===== src/dpsv_regs.svh =====
`ifndef DPSV_REGS_SVH
`define DPSV_REGS_SVH

// ************************************************************
// register offsets (byte addresses on apb)
// ************************************************************
`define DPSV_AW 8
`define DPSV_OFF_CTRL 8'h00
`define DPSV_OFF_START 8'h04
`define DPSV_OFF_END 8'h08
`define DPSV_OFF_AMEN 8'h0c
`define DPSV_OFF_WPROT 8'h10
`define DPSV_OFF_STAT 8'h14
`define DPSV_OFF_ICLR 8'h18
`define DPSV_OFF_IEN 8'h1c
`define DPSV_OFF_STATE 8'h20

// ************************************************************
// fields and reset values
// ************************************************************
`define DPSV_CTRL_EN 0
`define DPSV_PAGE_LSB 12
`define DPSV_NPAGE 20
`define DPSV_NCLS 8
`define DPSV_NEV 3
`define DPSV_EV_VTMO 0
`define DPSV_EV_CTMO 1
`define DPSV_EV_WPV 2
`define DPSV_RST_CTRL 1'h0
`define DPSV_RST_START 20'h00000
`define DPSV_RST_END 20'h000ff
`define DPSV_RST_AMEN 8'hff
`define DPSV_RST_WPROT 8'h00
`define DPSV_RST_EV 3'h0

// ************************************************************
// shared ram geometry, address modifiers, slots, timing
// ************************************************************
`define DPSV_RAM_AW 20
`define DPSV_WAW 18
`define DPSV_CPU_BASE_HI 12'h000
`define DPSV_AM_A32 3'h1
`define DPSV_AM_A24 3'h7
`define DPSV_SLOT_VME 2'h2
`define DPSV_CLK_NS 5
`define DPSV_TMO_NS 15000
`define DPSV_TMO_CYC (`DPSV_TMO_NS / `DPSV_CLK_NS)
`define DPSV_TMO_W 12

`endif


===== src/dpsv_pkg.sv =====
package dpsv_pkg;
`include "dpsv_regs.svh"

    typedef struct packed {
        logic req;
        logic write;
        logic [31:0] addr;
        logic [3:0] be;
        logic [31:0] wdata;
    } dpsv_cpu_req_s;

    typedef struct packed {
        logic as;
        logic ds;
        logic write;
        logic [31:0] addr;
        logic [5:0] am;
        logic [3:0] be;
        logic [31:0] wdata;
    } dpsv_vme_req_s;

    typedef struct packed {
        logic en;
        logic we;
        logic [3:0] be;
        logic [`DPSV_WAW-1:0] addr;
        logic [31:0] wdata;
    } dpsv_ram_cmd_s;

    typedef enum logic [1:0] {
        OWN_NONE,
        OWN_CPU,
        OWN_VME
    } dpsv_owner_e;

    typedef enum logic [2:0] {
        VS_IDLE,
        VS_WAIT,
        VS_RUN,
        VS_ACK,
        VS_ERR
    } dpsv_vstate_e;

endpackage


===== src/dpsv_tmo.sv =====
`timescale 1ns/1ps
`include "dpsv_regs.svh"
module dpsv_tmo
    import dpsv_pkg::*;
(
    // clock and reset
    input wire logic pclk,
    input wire logic presetn,
    // watch
    input wire logic run,
    output logic expired
);

    logic [`DPSV_TMO_W-1:0] cnt_reg;
    logic hit;

    assign hit = (cnt_reg == `DPSV_TMO_W'(`DPSV_TMO_CYC - 1));

    // restarts whenever the watched access is answered
    always_ff @(posedge pclk or negedge presetn) begin
        if (!presetn) begin
            cnt_reg <= '0;
        end else if (!run || hit) begin
            cnt_reg <= '0;
        end else begin
            cnt_reg <= cnt_reg + `DPSV_TMO_W'(1);
        end
    end

    always_ff @(posedge pclk or negedge presetn) begin
        if (!presetn) begin
            expired <= 1'b0;
        end else begin
            expired <= run && hit;
        end
    end

endmodule


===== src/dpsv_win_dec.sv =====
`timescale 1ns/1ps
`include "dpsv_regs.svh"
module dpsv_win_dec
    import dpsv_pkg::*;
(
    // slave cycle
    input wire logic [31:0] addr,
    input wire logic [5:0] am,
    // setup
    input wire logic en,
    input wire logic [`DPSV_NPAGE-1:0] start_pg,
    input wire logic [`DPSV_NPAGE-1:0] end_pg,
    input wire logic [`DPSV_NCLS-1:0] am_en,
    input wire logic [`DPSV_NCLS-1:0] wprot,
    // result
    output logic hit,
    output logic wr_ok,
    output logic [`DPSV_RAM_AW-1:0] off
);

    // class = {a24, supervisor, program}; block and a16 codes give none
    function automatic logic [3:0] am_class(input logic [5:0] m);
        logic ok;
        ok = (m[5:3] == `DPSV_AM_A32 || m[5:3] == `DPSV_AM_A24) &&
             (m[1] ^ m[0]);
        return {ok, m[5:3] == `DPSV_AM_A24, m[2], m[1]};
    endfunction

    logic [3:0] cls;
    logic [`DPSV_NPAGE-1:0] pg;
    logic [`DPSV_NPAGE-1:0] pdiff;

    assign cls = am_class(am);
    // a24 addresses sit zero-extended in the same 4 gbyte map
    assign pg = cls[2] ? {8'h00, addr[23:`DPSV_PAGE_LSB]}
                       : addr[31:`DPSV_PAGE_LSB];
    assign pdiff = pg - start_pg;
    assign hit = en && cls[3] && am_en[cls[2:0]] &&
                 pg >= start_pg && pg <= end_pg;
    assign wr_ok = !wprot[cls[2:0]];
    // a window wider than the ram wraps onto it
    assign off = {pdiff[7:0], addr[`DPSV_PAGE_LSB-1:0]};

endmodule


===== src/dpsv_top.sv =====
// Our own choices: register access over APB and the address map.
`timescale 1ns/1ps
// Contract
// local processor ram accesses are served at once; vme only fills gaps.
// processor owns two of three slots, vme the third: 40 plus 20. The ram port does not keep to the slots: cpu_hit wins in every phase.
// vme window base may lie anywhere in the 32-bit address range.
// vme cycles are decoded by address and address modifier code.
// window start and end pages are programmable in 4 kbyte steps.
// write protection is chosen per address modifier class.
// the shared ram holds 1 mbyte.
// slave takes a32 and a24 with d8, d16 and d32 only.
// unaligned, address-only and read-modify-write cycles are handled.
// accesses unanswered for 15 us are ended with a bus error.
// on collision the processor goes first; vme waits for a free slot.
// a write-protected vme write leaves memory untouched.
`include "dpsv_regs.svh"
module dpsv_top
    import dpsv_pkg::*;
(
    // clock and reset
    input wire logic pclk,
    input wire logic presetn,
    // apb slave
    input wire logic [`DPSV_AW-1:0] paddr,
    input wire logic psel,
    input wire logic penable,
    input wire logic pwrite,
    input wire logic [31:0] pwdata,
    output logic [31:0] prdata,
    output logic pready,
    output logic pslverr,
    // local processor
    input wire dpsv_cpu_req_s cpu_in,
    input wire logic cpu_ext_ack,
    output logic cpu_ack,
    output logic cpu_berr,
    output logic [31:0] cpu_rdata,
    output logic cpu_slot,
    // vmebus slave
    input wire dpsv_vme_req_s vme_in,
    output logic vme_dtack,
    output logic vme_berr,
    output logic [31:0] vme_rdata,
    // shared ram
    output dpsv_ram_cmd_s ram_cmd,
    input wire logic [31:0] ram_rdata,
    // interrupt
    output logic irq
);

    // ************************************************************
    // declarations
    // ************************************************************
    logic ctrl_en_reg;
    logic [`DPSV_NPAGE-1:0] start_reg;
    logic [`DPSV_NPAGE-1:0] end_reg;
    logic [`DPSV_NCLS-1:0] amen_reg;
    logic [`DPSV_NCLS-1:0] wprot_reg;
    logic [`DPSV_NEV-1:0] stat_reg;
    logic [`DPSV_NEV-1:0] stat_next;
    logic [`DPSV_NEV-1:0] ien_reg;
    logic [`DPSV_NEV-1:0] ev;
    logic [`DPSV_NEV-1:0] clr;
    logic [1:0] phase_reg;
    dpsv_owner_e own_reg;
    dpsv_owner_e own_q_reg;
    dpsv_vstate_e vs_reg;
    logic sel_reg;
    logic wok_reg;
    logic [`DPSV_RAM_AW-1:0] off_reg;
    logic loc_pend_reg;
    logic dec_hit;
    logic dec_wok;
    logic [`DPSV_RAM_AW-1:0] dec_off;
    logic cpu_hit;
    logic vme_want;
    logic vme_go;
    logic vme_done;
    logic wp_hit;
    logic vtmo_run;
    logic vtmo;
    logic ctmo;
    logic apb_acc;
    logic apb_wr;
    logic [31:0] rd_val;
    logic rd_ok;

    // ************************************************************
    // apb register file
    // ************************************************************
    // one wait state: pready rises in the second access cycle
    assign apb_acc = psel && penable;
    assign apb_wr = apb_acc && pready && pwrite;

    always_ff @(posedge pclk or negedge presetn) begin
        if (!presetn) begin
            pready <= 1'b0;
        end else begin
            pready <= apb_acc && !pready;
        end
    end

    always_comb begin
        rd_val = '0;
        rd_ok = 1'b1;
        case (paddr)
            `DPSV_OFF_CTRL: begin
                rd_val[`DPSV_CTRL_EN] = ctrl_en_reg;
            end
            `DPSV_OFF_START: begin
                rd_val[31:`DPSV_PAGE_LSB] = start_reg;
            end
            `DPSV_OFF_END: begin
                rd_val[31:`DPSV_PAGE_LSB] = end_reg;
            end
            `DPSV_OFF_AMEN: begin
                rd_val[`DPSV_NCLS-1:0] = amen_reg;
            end
            `DPSV_OFF_WPROT: begin
                rd_val[`DPSV_NCLS-1:0] = wprot_reg;
            end
            `DPSV_OFF_STAT: begin
                rd_val[`DPSV_NEV-1:0] = stat_reg;
            end
            `DPSV_OFF_ICLR: begin
                rd_val = '0;
            end
            `DPSV_OFF_IEN: begin
                rd_val[`DPSV_NEV-1:0] = ien_reg;
            end
            `DPSV_OFF_STATE: begin
                rd_val[2:0] = vs_reg;
                rd_val[5:4] = phase_reg;
                rd_val[8] = loc_pend_reg;
            end
            default: begin
                rd_ok = 1'b0;
            end
        endcase
    end

    always_ff @(posedge pclk or negedge presetn) begin
        if (!presetn) begin
            prdata <= '0;
            pslverr <= 1'b0;
        end else if (apb_acc && !pready) begin
            prdata <= pwrite ? 32'h0000_0000 : rd_val;
            pslverr <= !rd_ok;
        end else begin
            pslverr <= 1'b0;
        end
    end

    always_ff @(posedge pclk or negedge presetn) begin
        if (!presetn) begin
            ctrl_en_reg <= `DPSV_RST_CTRL;
            start_reg <= `DPSV_RST_START;
            end_reg <= `DPSV_RST_END;
            amen_reg <= `DPSV_RST_AMEN;
            wprot_reg <= `DPSV_RST_WPROT;
            ien_reg <= `DPSV_RST_EV;
        end else if (apb_wr) begin
            case (paddr)
                `DPSV_OFF_CTRL: begin
                    ctrl_en_reg <= pwdata[`DPSV_CTRL_EN];
                end
                `DPSV_OFF_START: begin
                    start_reg <= pwdata[31:`DPSV_PAGE_LSB];
                end
                `DPSV_OFF_END: begin
                    end_reg <= pwdata[31:`DPSV_PAGE_LSB];
                end
                `DPSV_OFF_AMEN: begin
                    amen_reg <= pwdata[`DPSV_NCLS-1:0];
                end
                `DPSV_OFF_WPROT: begin
                    wprot_reg <= pwdata[`DPSV_NCLS-1:0];
                end
                `DPSV_OFF_IEN: begin
                    ien_reg <= pwdata[`DPSV_NEV-1:0];
                end
                default: begin
                end
            endcase
        end
    end

    // ************************************************************
    // event status and interrupt
    // ************************************************************
    assign clr = (apb_wr && paddr == `DPSV_OFF_ICLR) ?
                 pwdata[`DPSV_NEV-1:0] : '0;
    assign ev = {wp_hit, ctmo, vtmo};
    // a new event beats a clear in the same cycle
    assign stat_next = (stat_reg & ~clr) | ev;

    always_ff @(posedge pclk or negedge presetn) begin
        if (!presetn) begin
            stat_reg <= `DPSV_RST_EV;
            irq <= 1'b0;
        end else begin
            stat_reg <= stat_next;
            irq <= |(stat_next & ien_reg);
        end
    end

    // ************************************************************
    // slot sequencer
    // ************************************************************
    // the processor is told which cycles are its own; the third is
    // meant for vme, but cpu_hit still takes the ram in any phase
    always_ff @(posedge pclk or negedge presetn) begin
        if (!presetn) begin
            phase_reg <= '0;
            cpu_slot <= 1'b0;
        end else begin
            phase_reg <= (phase_reg == `DPSV_SLOT_VME) ? 2'h0
                         : phase_reg + 2'h1;
            cpu_slot <= (phase_reg != 2'h1);
        end
    end

    // ************************************************************
    // shared ram port
    // ************************************************************
    assign cpu_hit = cpu_in.req &&
        cpu_in.addr[31:`DPSV_RAM_AW] == `DPSV_CPU_BASE_HI;
    assign vme_want = vs_reg == VS_WAIT && vme_in.as && vme_in.ds &&
                      sel_reg && (wok_reg || !vme_in.write);
    assign vme_go = vme_want && !cpu_hit;
    assign wp_hit = vs_reg == VS_WAIT && vme_in.as && vme_in.ds &&
                    sel_reg && vme_in.write && !wok_reg;
    assign vme_done = own_q_reg == OWN_VME;

    always_ff @(posedge pclk or negedge presetn) begin
        if (!presetn) begin
            ram_cmd <= '0;
            own_reg <= OWN_NONE;
        end else if (cpu_hit) begin
            ram_cmd.en <= 1'b1;
            ram_cmd.we <= cpu_in.write;
            ram_cmd.be <= cpu_in.be;
            ram_cmd.addr <= cpu_in.addr[`DPSV_RAM_AW-1:2];
            ram_cmd.wdata <= cpu_in.wdata;
            own_reg <= OWN_CPU;
        end else if (vme_go) begin
            ram_cmd.en <= 1'b1;
            ram_cmd.we <= vme_in.write;
            ram_cmd.be <= vme_in.be;
            ram_cmd.addr <= off_reg[`DPSV_RAM_AW-1:2];
            ram_cmd.wdata <= vme_in.wdata;
            own_reg <= OWN_VME;
        end else begin
            ram_cmd.en <= 1'b0;
            ram_cmd.we <= 1'b0;
            own_reg <= OWN_NONE;
        end
    end

    always_ff @(posedge pclk or negedge presetn) begin
        if (!presetn) begin
            own_q_reg <= OWN_NONE;
        end else begin
            own_q_reg <= own_reg;
        end
    end

    // ************************************************************
    // local processor answer
    // ************************************************************
    // fixed pipeline latency, never stretched by vme traffic
    always_ff @(posedge pclk or negedge presetn) begin
        if (!presetn) begin
            cpu_ack <= 1'b0;
            cpu_rdata <= '0;
        end else begin
            cpu_ack <= own_q_reg == OWN_CPU;
            if (own_q_reg == OWN_CPU) begin
                cpu_rdata <= ram_rdata;
            end
        end
    end

    // accesses outside the ram wait for other local logic
    always_ff @(posedge pclk or negedge presetn) begin
        if (!presetn) begin
            loc_pend_reg <= 1'b0;
        end else if (cpu_ext_ack || ctmo) begin
            loc_pend_reg <= 1'b0;
        end else if (cpu_in.req && !cpu_hit) begin
            loc_pend_reg <= 1'b1;
        end
    end

    always_ff @(posedge pclk or negedge presetn) begin
        if (!presetn) begin
            cpu_berr <= 1'b0;
        end else begin
            cpu_berr <= ctmo;
        end
    end

    dpsv_tmo u_ctmo (
        .pclk(pclk),
        .presetn(presetn),
        .run(loc_pend_reg && !cpu_ext_ack),
        .expired(ctmo)
    );

    // ************************************************************
    // vme slave window
    // ************************************************************
    dpsv_win_dec u_dec (
        .addr(vme_in.addr),
        .am(vme_in.am),
        .en(ctrl_en_reg),
        .start_pg(start_reg),
        .end_pg(end_reg),
        .am_en(amen_reg),
        .wprot(wprot_reg),
        .hit(dec_hit),
        .wr_ok(dec_wok),
        .off(dec_off)
    );

    assign vtmo_run = (vs_reg == VS_WAIT && vme_in.ds && sel_reg) ||
                      vs_reg == VS_RUN;

    dpsv_tmo u_vtmo (
        .pclk(pclk),
        .presetn(presetn),
        .run(vtmo_run),
        .expired(vtmo)
    );

    // decode is latched once per address strobe, so the read and the
    // write of a read-modify-write share one address
    always_ff @(posedge pclk or negedge presetn) begin
        if (!presetn) begin
            sel_reg <= 1'b0;
            wok_reg <= 1'b0;
            off_reg <= '0;
        end else if (vs_reg == VS_IDLE && vme_in.as) begin
            sel_reg <= dec_hit;
            wok_reg <= dec_wok;
            off_reg <= dec_off;
        end
    end

    always_ff @(posedge pclk or negedge presetn) begin
        if (!presetn) begin
            vs_reg <= VS_IDLE;
        end else begin
            case (vs_reg)
                VS_IDLE: begin
                    if (vme_in.as) begin
                        vs_reg <= VS_WAIT;
                    end
                end
                VS_WAIT: begin
                    // strobe without data strobe: address-only, no answer
                    if (!vme_in.as) begin
                        vs_reg <= VS_IDLE;
                    end else if (vtmo || wp_hit) begin
                        vs_reg <= VS_ERR;
                    end else if (vme_go) begin
                        vs_reg <= VS_RUN;
                    end
                end
                VS_RUN: begin
                    if (vme_done) begin
                        vs_reg <= VS_ACK;
                    end else if (vtmo) begin
                        vs_reg <= VS_ERR;
                    end
                end
                VS_ACK, VS_ERR: begin
                    // held until the master drops its data strobe
                    if (!vme_in.ds) begin
                        vs_reg <= vme_in.as ? VS_WAIT : VS_IDLE;
                    end
                end
                default: begin
                    vs_reg <= VS_IDLE;
                end
            endcase
        end
    end

    always_ff @(posedge pclk or negedge presetn) begin
        if (!presetn) begin
            vme_dtack <= 1'b0;
            vme_berr <= 1'b0;
            vme_rdata <= '0;
        end else begin
            if (vs_reg == VS_RUN && vme_done) begin
                vme_dtack <= 1'b1;
                vme_rdata <= ram_rdata;
            end else if (!vme_in.ds) begin
                vme_dtack <= 1'b0;
            end
            if (vs_reg == VS_WAIT && (vtmo || wp_hit)) begin
                vme_berr <= 1'b1;
            end else if (vs_reg == VS_RUN && !vme_done && vtmo) begin
                vme_berr <= 1'b1;
            end else if (!vme_in.ds) begin
                vme_berr <= 1'b0;
            end
        end
    end

endmodule


===== config.mk =====
export PLATFORM = sky130hd
export DESIGN_NAME = dpsv_top
export DESIGN_NICKNAME = d
export VERILOG_FILES = /design/src/dpsv_pkg.sv /design/src/dpsv_tmo.sv /design/src/dpsv_win_dec.sv /design/src/dpsv_top.sv
export VERILOG_INCLUDE_DIRS = /design/src
export SDC_FILE = /design/constraint.sdc
export NUM_CORES = 1
export LEC_CHECK = 0
export BUFFER_PORTS_ARGS = -buffer_cell sky130_fd_sc_hd__clkbuf_2
export CAP_MARGIN = 10
export CORE_UTILIZATION = 52
export CTS_CLUSTER_DIAMETER = 80
export DETAILED_ROUTE_END_ITERATION = 7
export GPL_TIMING_DRIVEN = 1
export MAX_ROUTING_LAYER = met4
export PLACE_DENSITY = 0.89
export SYNTH_ARGS = -nofsm -noshare
export SYNTH_HDL_FRONTEND = slang
export SYNTH_SLANG_ARGS = --single-unit

===== constraint.sdc =====
create_clock -name pclk -period 3.2 [get_ports pclk]
set_clock_uncertainty 0.15 [all_clocks]
set_input_delay 0 -clock pclk [delete_from_list [all_inputs] [get_ports pclk]]
set_output_delay 0 -clock pclk [all_outputs]
set_load 0.02 [all_outputs]

# After elaboration in Yosys (flattened, before gate mapping)
# Cells that the tools add are included.
totals:
  regBits: 281
  in_bits: 225
  output_inout_bits: 160
  word_cells: 173
op_classes:
  n_addsub: 4
  order_cmp: 3
  eq_ne: 26
  muxes: 39
  bitwise: 5
  reduce_logical: 61
op_table:
  columns: ["cell", "n"]
  rows:
  - ["two-way mux 56 bit", 1]
  - ["two-way mux 54 bit", 1]
  - ["case mux 20 bit (2 select lines)", 1]
  - ["equality test 8 x 5 -> 1 bit, second input constant", 4]
  - ["two-way mux 32 bit", 1]
  - ["logical AND 1 bit", 29]
  - ["adder 12 x 1 -> 12 bit, second input constant", 2]
  - ["equality test 12 bit, second input constant", 2]
  - ["two-way mux 12 bit", 2]
  - ["two-way mux 3 bit", 8]
  - ["greater-or-equal comparator 20 bit", 1]
  - ["<= comparator 20 bit", 1]
  - ["two-way mux 20 bit", 1]
  - ["equality test 8 x 4 -> 1 bit, second input constant", 2]
  - ["logical NOT 12 bit", 1]
  - ["two-way mux 1 bit", 12]
  - ["case mux 3 bit (4 select lines)", 1]
  - ["AND reduction 2 bit", 6]
  - ["logical NOT 1 bit", 10]
  - ["case mux 2 bit (5 select lines)", 1]
  - ["OR reduction 9 bit", 1]
  - ["equality test 8 x 3 -> 1 bit, second input constant", 1]
  - ["equality test 8 x 6 -> 1 bit, second input constant", 1]
  - ["logical NOT 8 bit", 1]
  - ["other kinds (29)", 47]

# Longest topological paths before layout
logic_depth:
  word_depth: 10
  ltp_mapped: 10
  mapped_depth_nobuf: 9

# Hierarchy
# From an unflattened synthesis, not the netlist that was laid out.
hier_totals:
  cells_unflattened: 1132
  area_unflattened_um2: 13152.6
modules_own_cells:
  columns: ["module", "n_inst", "cells_each", "area_each_um2", "seq_area_each_um2"]
  rows:
  - ["dpsv_top", 1, 817, 10443.8, 6276.0]
  - ["dpsv_win_dec", 1, 195, 1452.6, 0.0]
  - ["dpsv_tmo", 2, 60, 628.1, 325.3]

# Worst setup path after synthesis
# No wires, ideal clock.
synth_path:
  path_type: "flip-flop to flip-flop"
  from: "register start_reg[0]"
  to: "register sel_reg"
  setup_ns: 0.083
  arrival_ns: 2.014
  slack_ns: 0.953
  path_stages_with_launch: 9
  n_path_buf: 0
  synth_period_minus_slack_ns: 2.247
  path_cell_list: "dfrtp_1 > ha_1 > fa_1 > nand2b_1 > a21oi_1 > o221ai_1 > a2111oi_0 > a2111oi_0 > o21ai_0"
synth_between:
  elab_chain_len: 3
synth_rtl:
  columns: ["element", "line_no", "source"]
  rows:
  - ["start, declared", "dpsv_top.sv:55", "logic [`DPSV_NPAGE-1:0] start_reg;"]
  - ["start signal, assigned", "dpsv_top.sv:157", "start_reg <= `DPSV_RST_START;"]
  - ["start signal, assigned", "dpsv_top.sv:168", "start_reg <= pwdata[31:`DPSV_PAGE_LSB];"]
  - ["greater-or-equal comparator 20 bit", "dpsv_win_dec.sv:39", "pg >= start_pg && pg <= end_pg;"]
  - ["logical AND 1 bit", "dpsv_win_dec.sv:38", "assign hit = en && cls[3] && am_en[cls[2:0]] &&"]
  - ["logical AND 1 bit", "dpsv_win_dec.sv:39", null]
  - ["end signal, assigned", "dpsv_top.sv:344", "sel_reg <= dec_hit;"]
  - ["end, declared", "dpsv_top.sv:68", "logic sel_reg;"]
# No other way between the ends.
# A chain may end at the register's enable or synchronous reset.

# Worst setup path after layout
layout_path:
  from: "register start_reg[1]"
  to: "register off_reg[17]"
layout_between:
  elab_chain_len: 1
layout_rtl:
  columns: ["element", "line_no", "source"]
  rows:
  - ["subtractor 8 bit", "dpsv_win_dec.sv:37", "assign pdiff = pg - start_pg;"]
  - ["end signal, assigned", "dpsv_top.sv:346", "off_reg <= dec_off;"]
  - ["end, declared", "dpsv_top.sv:70", "logic [`DPSV_RAM_AW-1:0] off_reg;"]
# No other way between the ends.

==> results_dict.tcl <==
set metrics [dict create \
    worst_r2r_path_depth 10 \
    top_register "ram_cmd" \
    dieArea_mm2 0.0253 \
    post_dp_cell_area_mm2 0.0150 \
    timing.rr.start "start_reg[1]$_DFFE_PN0P_" \
    hold_violations 0 \
    p_sw_mw 2.24 \
    drt-pass1-iter-count 5 \
    wire_per_inst_um 21.6 \
    cp_cell_sequence "inv_1 -> ha_1 -> nor2b_1 -> o21a_1 -> o21ai_1 -> a21boi_0 -> o21ai_0 -> dlygate4sd3_1 -> nand3_1 -> dlygate4sd3_1" \
    yosysSeqAreaShare 0.540 \
    drt_iter0_drc 1098 \
    grt_pass1_wl_um 70000 \
    nets 1997 \
    ant_nets 0 \
    grt.total_usage 0.364 \
    worstPathArrival_ns 3.30 \
    fin_area_mm2 0.0184 \
    grt_max_degree 112 \
    syn_to_final_growth_pct 43.5 \
    cts-htree-levels 1 \
    top_layer "met4" \
    p_comb_frac 0.135 \
    crit_path_frequent_cell "dlygate4sd3_1" \
    critPathMaxFanout 4 \
    overflow 0 \
    seqPwrFrac 0.434 \
    totalWireLength_um 45300 \
    ir_drop_uv 367 \
    largest_reg_flops 56 \
    worstSetupStartpointType "register" \
    path_clk_slew_ns 0.06 \
    ys_warn_count 0 \
    postLayoutSetupSlackWorst_ns 0.172 \
    rsz0062_at_grt "no" \
    n_fill_cell 1404 \
    clkLatencyLatePin_ns 0.55 \
    synth_seq_cells 276 \
    vias 12000 \
    synth_flop_cell "dfrtp_1" \
    maxCapViolCount 0 \
    finalMaxSlewViolations 0 \
    worstPathRequired_ns 3.47 \
    setup_tns_ns 0 \
    slew_headroom 0.307 \
    crit_path_top_delay_cell "dlygate4sd3_1" \
    worst_path_largest_cell_delay_ns 0.56 \
    critical_path_class "reg2reg" \
    period_share 0.946 \
    setup_viol 0 \
    grt_pass1_vias 12900 \
    hpwl_um 25800 \
    switching_share 0.254 \
    top_regs "ram_cmd (56), cpu_rdata (32), vme_rdata (32)" \
    start_util 0.529 \
    cts_tree "yes" \
    portBuffers 373 \
    wl_met1_um 16000 \
    met3_wirelength_um 3400 \
    p_per_area_mw_per_mm2 480 \
    clkPwrFrac 0.431 \
    status "finished clean" \
    synth_cell_types 70 \
    syn_inst 1145 \
    synth_edf_count 0 \
    startpoint "start_reg[1]$_DFFE_PN0P_" \
    die_w_um 159 \
    vias_per_cell 5.73 \
    post_synth.cell_area_avg_um2 11.2 \
    drive_gt1_frac 0.328 \
    worstSetupEndpointType "register" \
    drc_errors 0 \
    max-clock-path-buffers 3 \
    grt_antenna_before_repair 12 \
    hold_start "vme_in[59]" \
    cts_buffers 29 \
    cts_root_buffer "clkbuf_16" \
    die_h_um 159 \
    place_worst_setup_slack_ns 0.647 \
    cts_sinks 276 \
    rows 57 \
    globalplace.congestion 0.919 \
    wl_met2_um 22700 \
    post_synth_instance_area_mm2 0.0128 \
    holdPathStages 6 \
    min_path_type "in2reg" \
    core_area_mm2 0.0242 \
    p_int_mw 6.59 \
    total_leakage_power_nw 9.37 \
    ios 385 \
    worst_slew_pin_slew_ns 1.04 \
    fin_crit_ns 3.03 \
    async_reset_ff_frac 1.00 \
    fmax_mhz 330 \
]
## layer usage
| layer | vias up | track usage |
|---|---|---|
| li1 | 5199 | - |
| met1 | 5835 | 0.393 |
| met2 | 701 | 0.606 |
| met3 | 244 | 0.0794 |
| met4 | 0 | 0.242 |
| met5 | - | - |
## path summary, 6_finish.rpt
check                                           end  slack [ns]
hold / removal              off_reg[18]$_DFFE_PN0P_        0.04
min in group asynchronous   amen_reg[7]$_DFFE_PN1P_        0.52
max in group asynchronous  cpu_rdata[6]$_DFFE_PN0P_        1.77
setup / recovery            off_reg[17]$_DFFE_PN0P_        0.17
hold reg to reg              own_q_reg[1]$_DFF_PN0_        0.20
setup reg to reg            off_reg[17]$_DFFE_PN0P_        0.17
## cell families (layout without fill, tap and decap cells)
family          count (synthesis)  after routing  synth area share
flops                         276            276             0.540
buf+inv                       107            713            0.0341
other cells                     1             16          0.000292
mux                           183            183             0.157
compound gates                193            193            0.0930
xor+xnor                       25             25            0.0171
fa+ha+maj                      42             42            0.0414
simple gates                  318            319             0.117
## cells in the final DEF, fill, tap and decap left out, types with 5 or more instances in the layout
| cell type | Yosys | layout |
|---|---|---|
| a21o_1 | 8 | 8 |
| a21oi_1 | 21 | 21 |
| a22oi_1 | 27 | 27 |
| and2_1 | 10 | 10 |
| buf_4 | 4 | 11 |
| bufinv_16 | 0 | 7 |
| clkbuf_1 | 43 | 7 |
| clkbuf_16 | 0 | 29 |
| clkbuf_2 | 0 | 372 |
| clkbuf_8 | 0 | 6 |
| dfrtp_1 | 260 | 259 |
| dfstp_2 | 16 | 16 |
| diode_2 | 0 | 13 |
| dlygate4sd3_1 | 0 | 222 |
| ha_1 | 40 | 40 |
| inv_1 | 48 | 48 |
| mux2_1 | 18 | 18 |
| mux2_2 | 107 | 107 |
| mux2i_1 | 56 | 56 |
| nand2_1 | 164 | 164 |
| nand2b_1 | 8 | 8 |
| nand3_1 | 20 | 20 |
| nand3b_1 | 4 | 5 |
| nand4_1 | 9 | 9 |
| nor2_1 | 55 | 55 |
| nor3_1 | 6 | 6 |
| nor4_1 | 6 | 6 |
| o21ai_0 | 93 | 92 |
| or3_1 | 5 | 5 |
| xnor2_1 | 12 | 12 |
| xor2_1 | 13 | 13 |
## worst max-delay path, delay by kind of cell, from the launching register on
kind	cells	cell delay, ns
compound gates	4	0.63
fa+ha+maj	1	0.31
buf+inv	3	1.17
flops	1	0.41
simple gates	2	0.22
## through the flow
step | hold WS [ns] | instances | power, mW | util
final | 0.0354 | 2091 | 8.84 | 0.759
after global routing | 0.0639 | 2090 | 9.15 | 0.759
after detailed placement | -0.176 | 1798 | 4.75 | 0.620
after floorplan | -0.446 | 1147 | 4.31 | -
after global placement | -0.181 | 1798 | 4.70 | 0.620
after CTS | 0.00942 | 2075 | 8.73 | 0.757
## area by class of cell
cell class | instances | area [µm²] | area share
Antenna cell | 13 | 32.5 | 0.00177
Clock buffer | 42 | 835 | 0.0453
Clock inverter | 12 | 246 | 0.0134
Inverter | 48 | 180 | 0.00979
Multi-Input combinational cell | 765 | 5490 | 0.298
Sequential cell | 276 | 6930 | 0.376
Tap cell | 324 | 405 | 0.0220
Timing Repair Buffer | 611 | 4290 | 0.233
## Yosys cell counts, types with 12 or more instances
master | n | area, µm²
nand3_1 | 20 | 100
o21ai_0 | 93 | 465
dfstp_2 | 16 | 420
a22oi_1 | 27 | 203
a21oi_1 | 21 | 105
mux2_2 | 107 | 1200
nand2_1 | 164 | 616
dfrtp_1 | 260 | 6510
xnor2_1 | 12 | 105
clkbuf_1 | 43 | 161
mux2_1 | 18 | 203
mux2i_1 | 56 | 561
xor2_1 | 13 | 114
ha_1 | 40 | 500
nor2_1 | 55 | 206
inv_1 | 48 | 180
## power by group through the flow
stage               Clock, mW  Combinational [mW]  Sequential (mW)
floorplan                   0               0.486             3.83
global placement            0               0.837             3.86
detailed placement          0               0.874             3.87
CTS                      3.82                1.11             3.81
global route             4.00                1.30             3.84
finish                   3.81                1.20             3.83
## timing repair
action                     4_1_cts  5_1_grt
buffers inserted                 0        2
hold buffers                   223        1
setup endpoints to repair        0        3
hold endpoints to repair       517        3
gates resized for setup          0        2
Power figures use the tool's default switching activity.
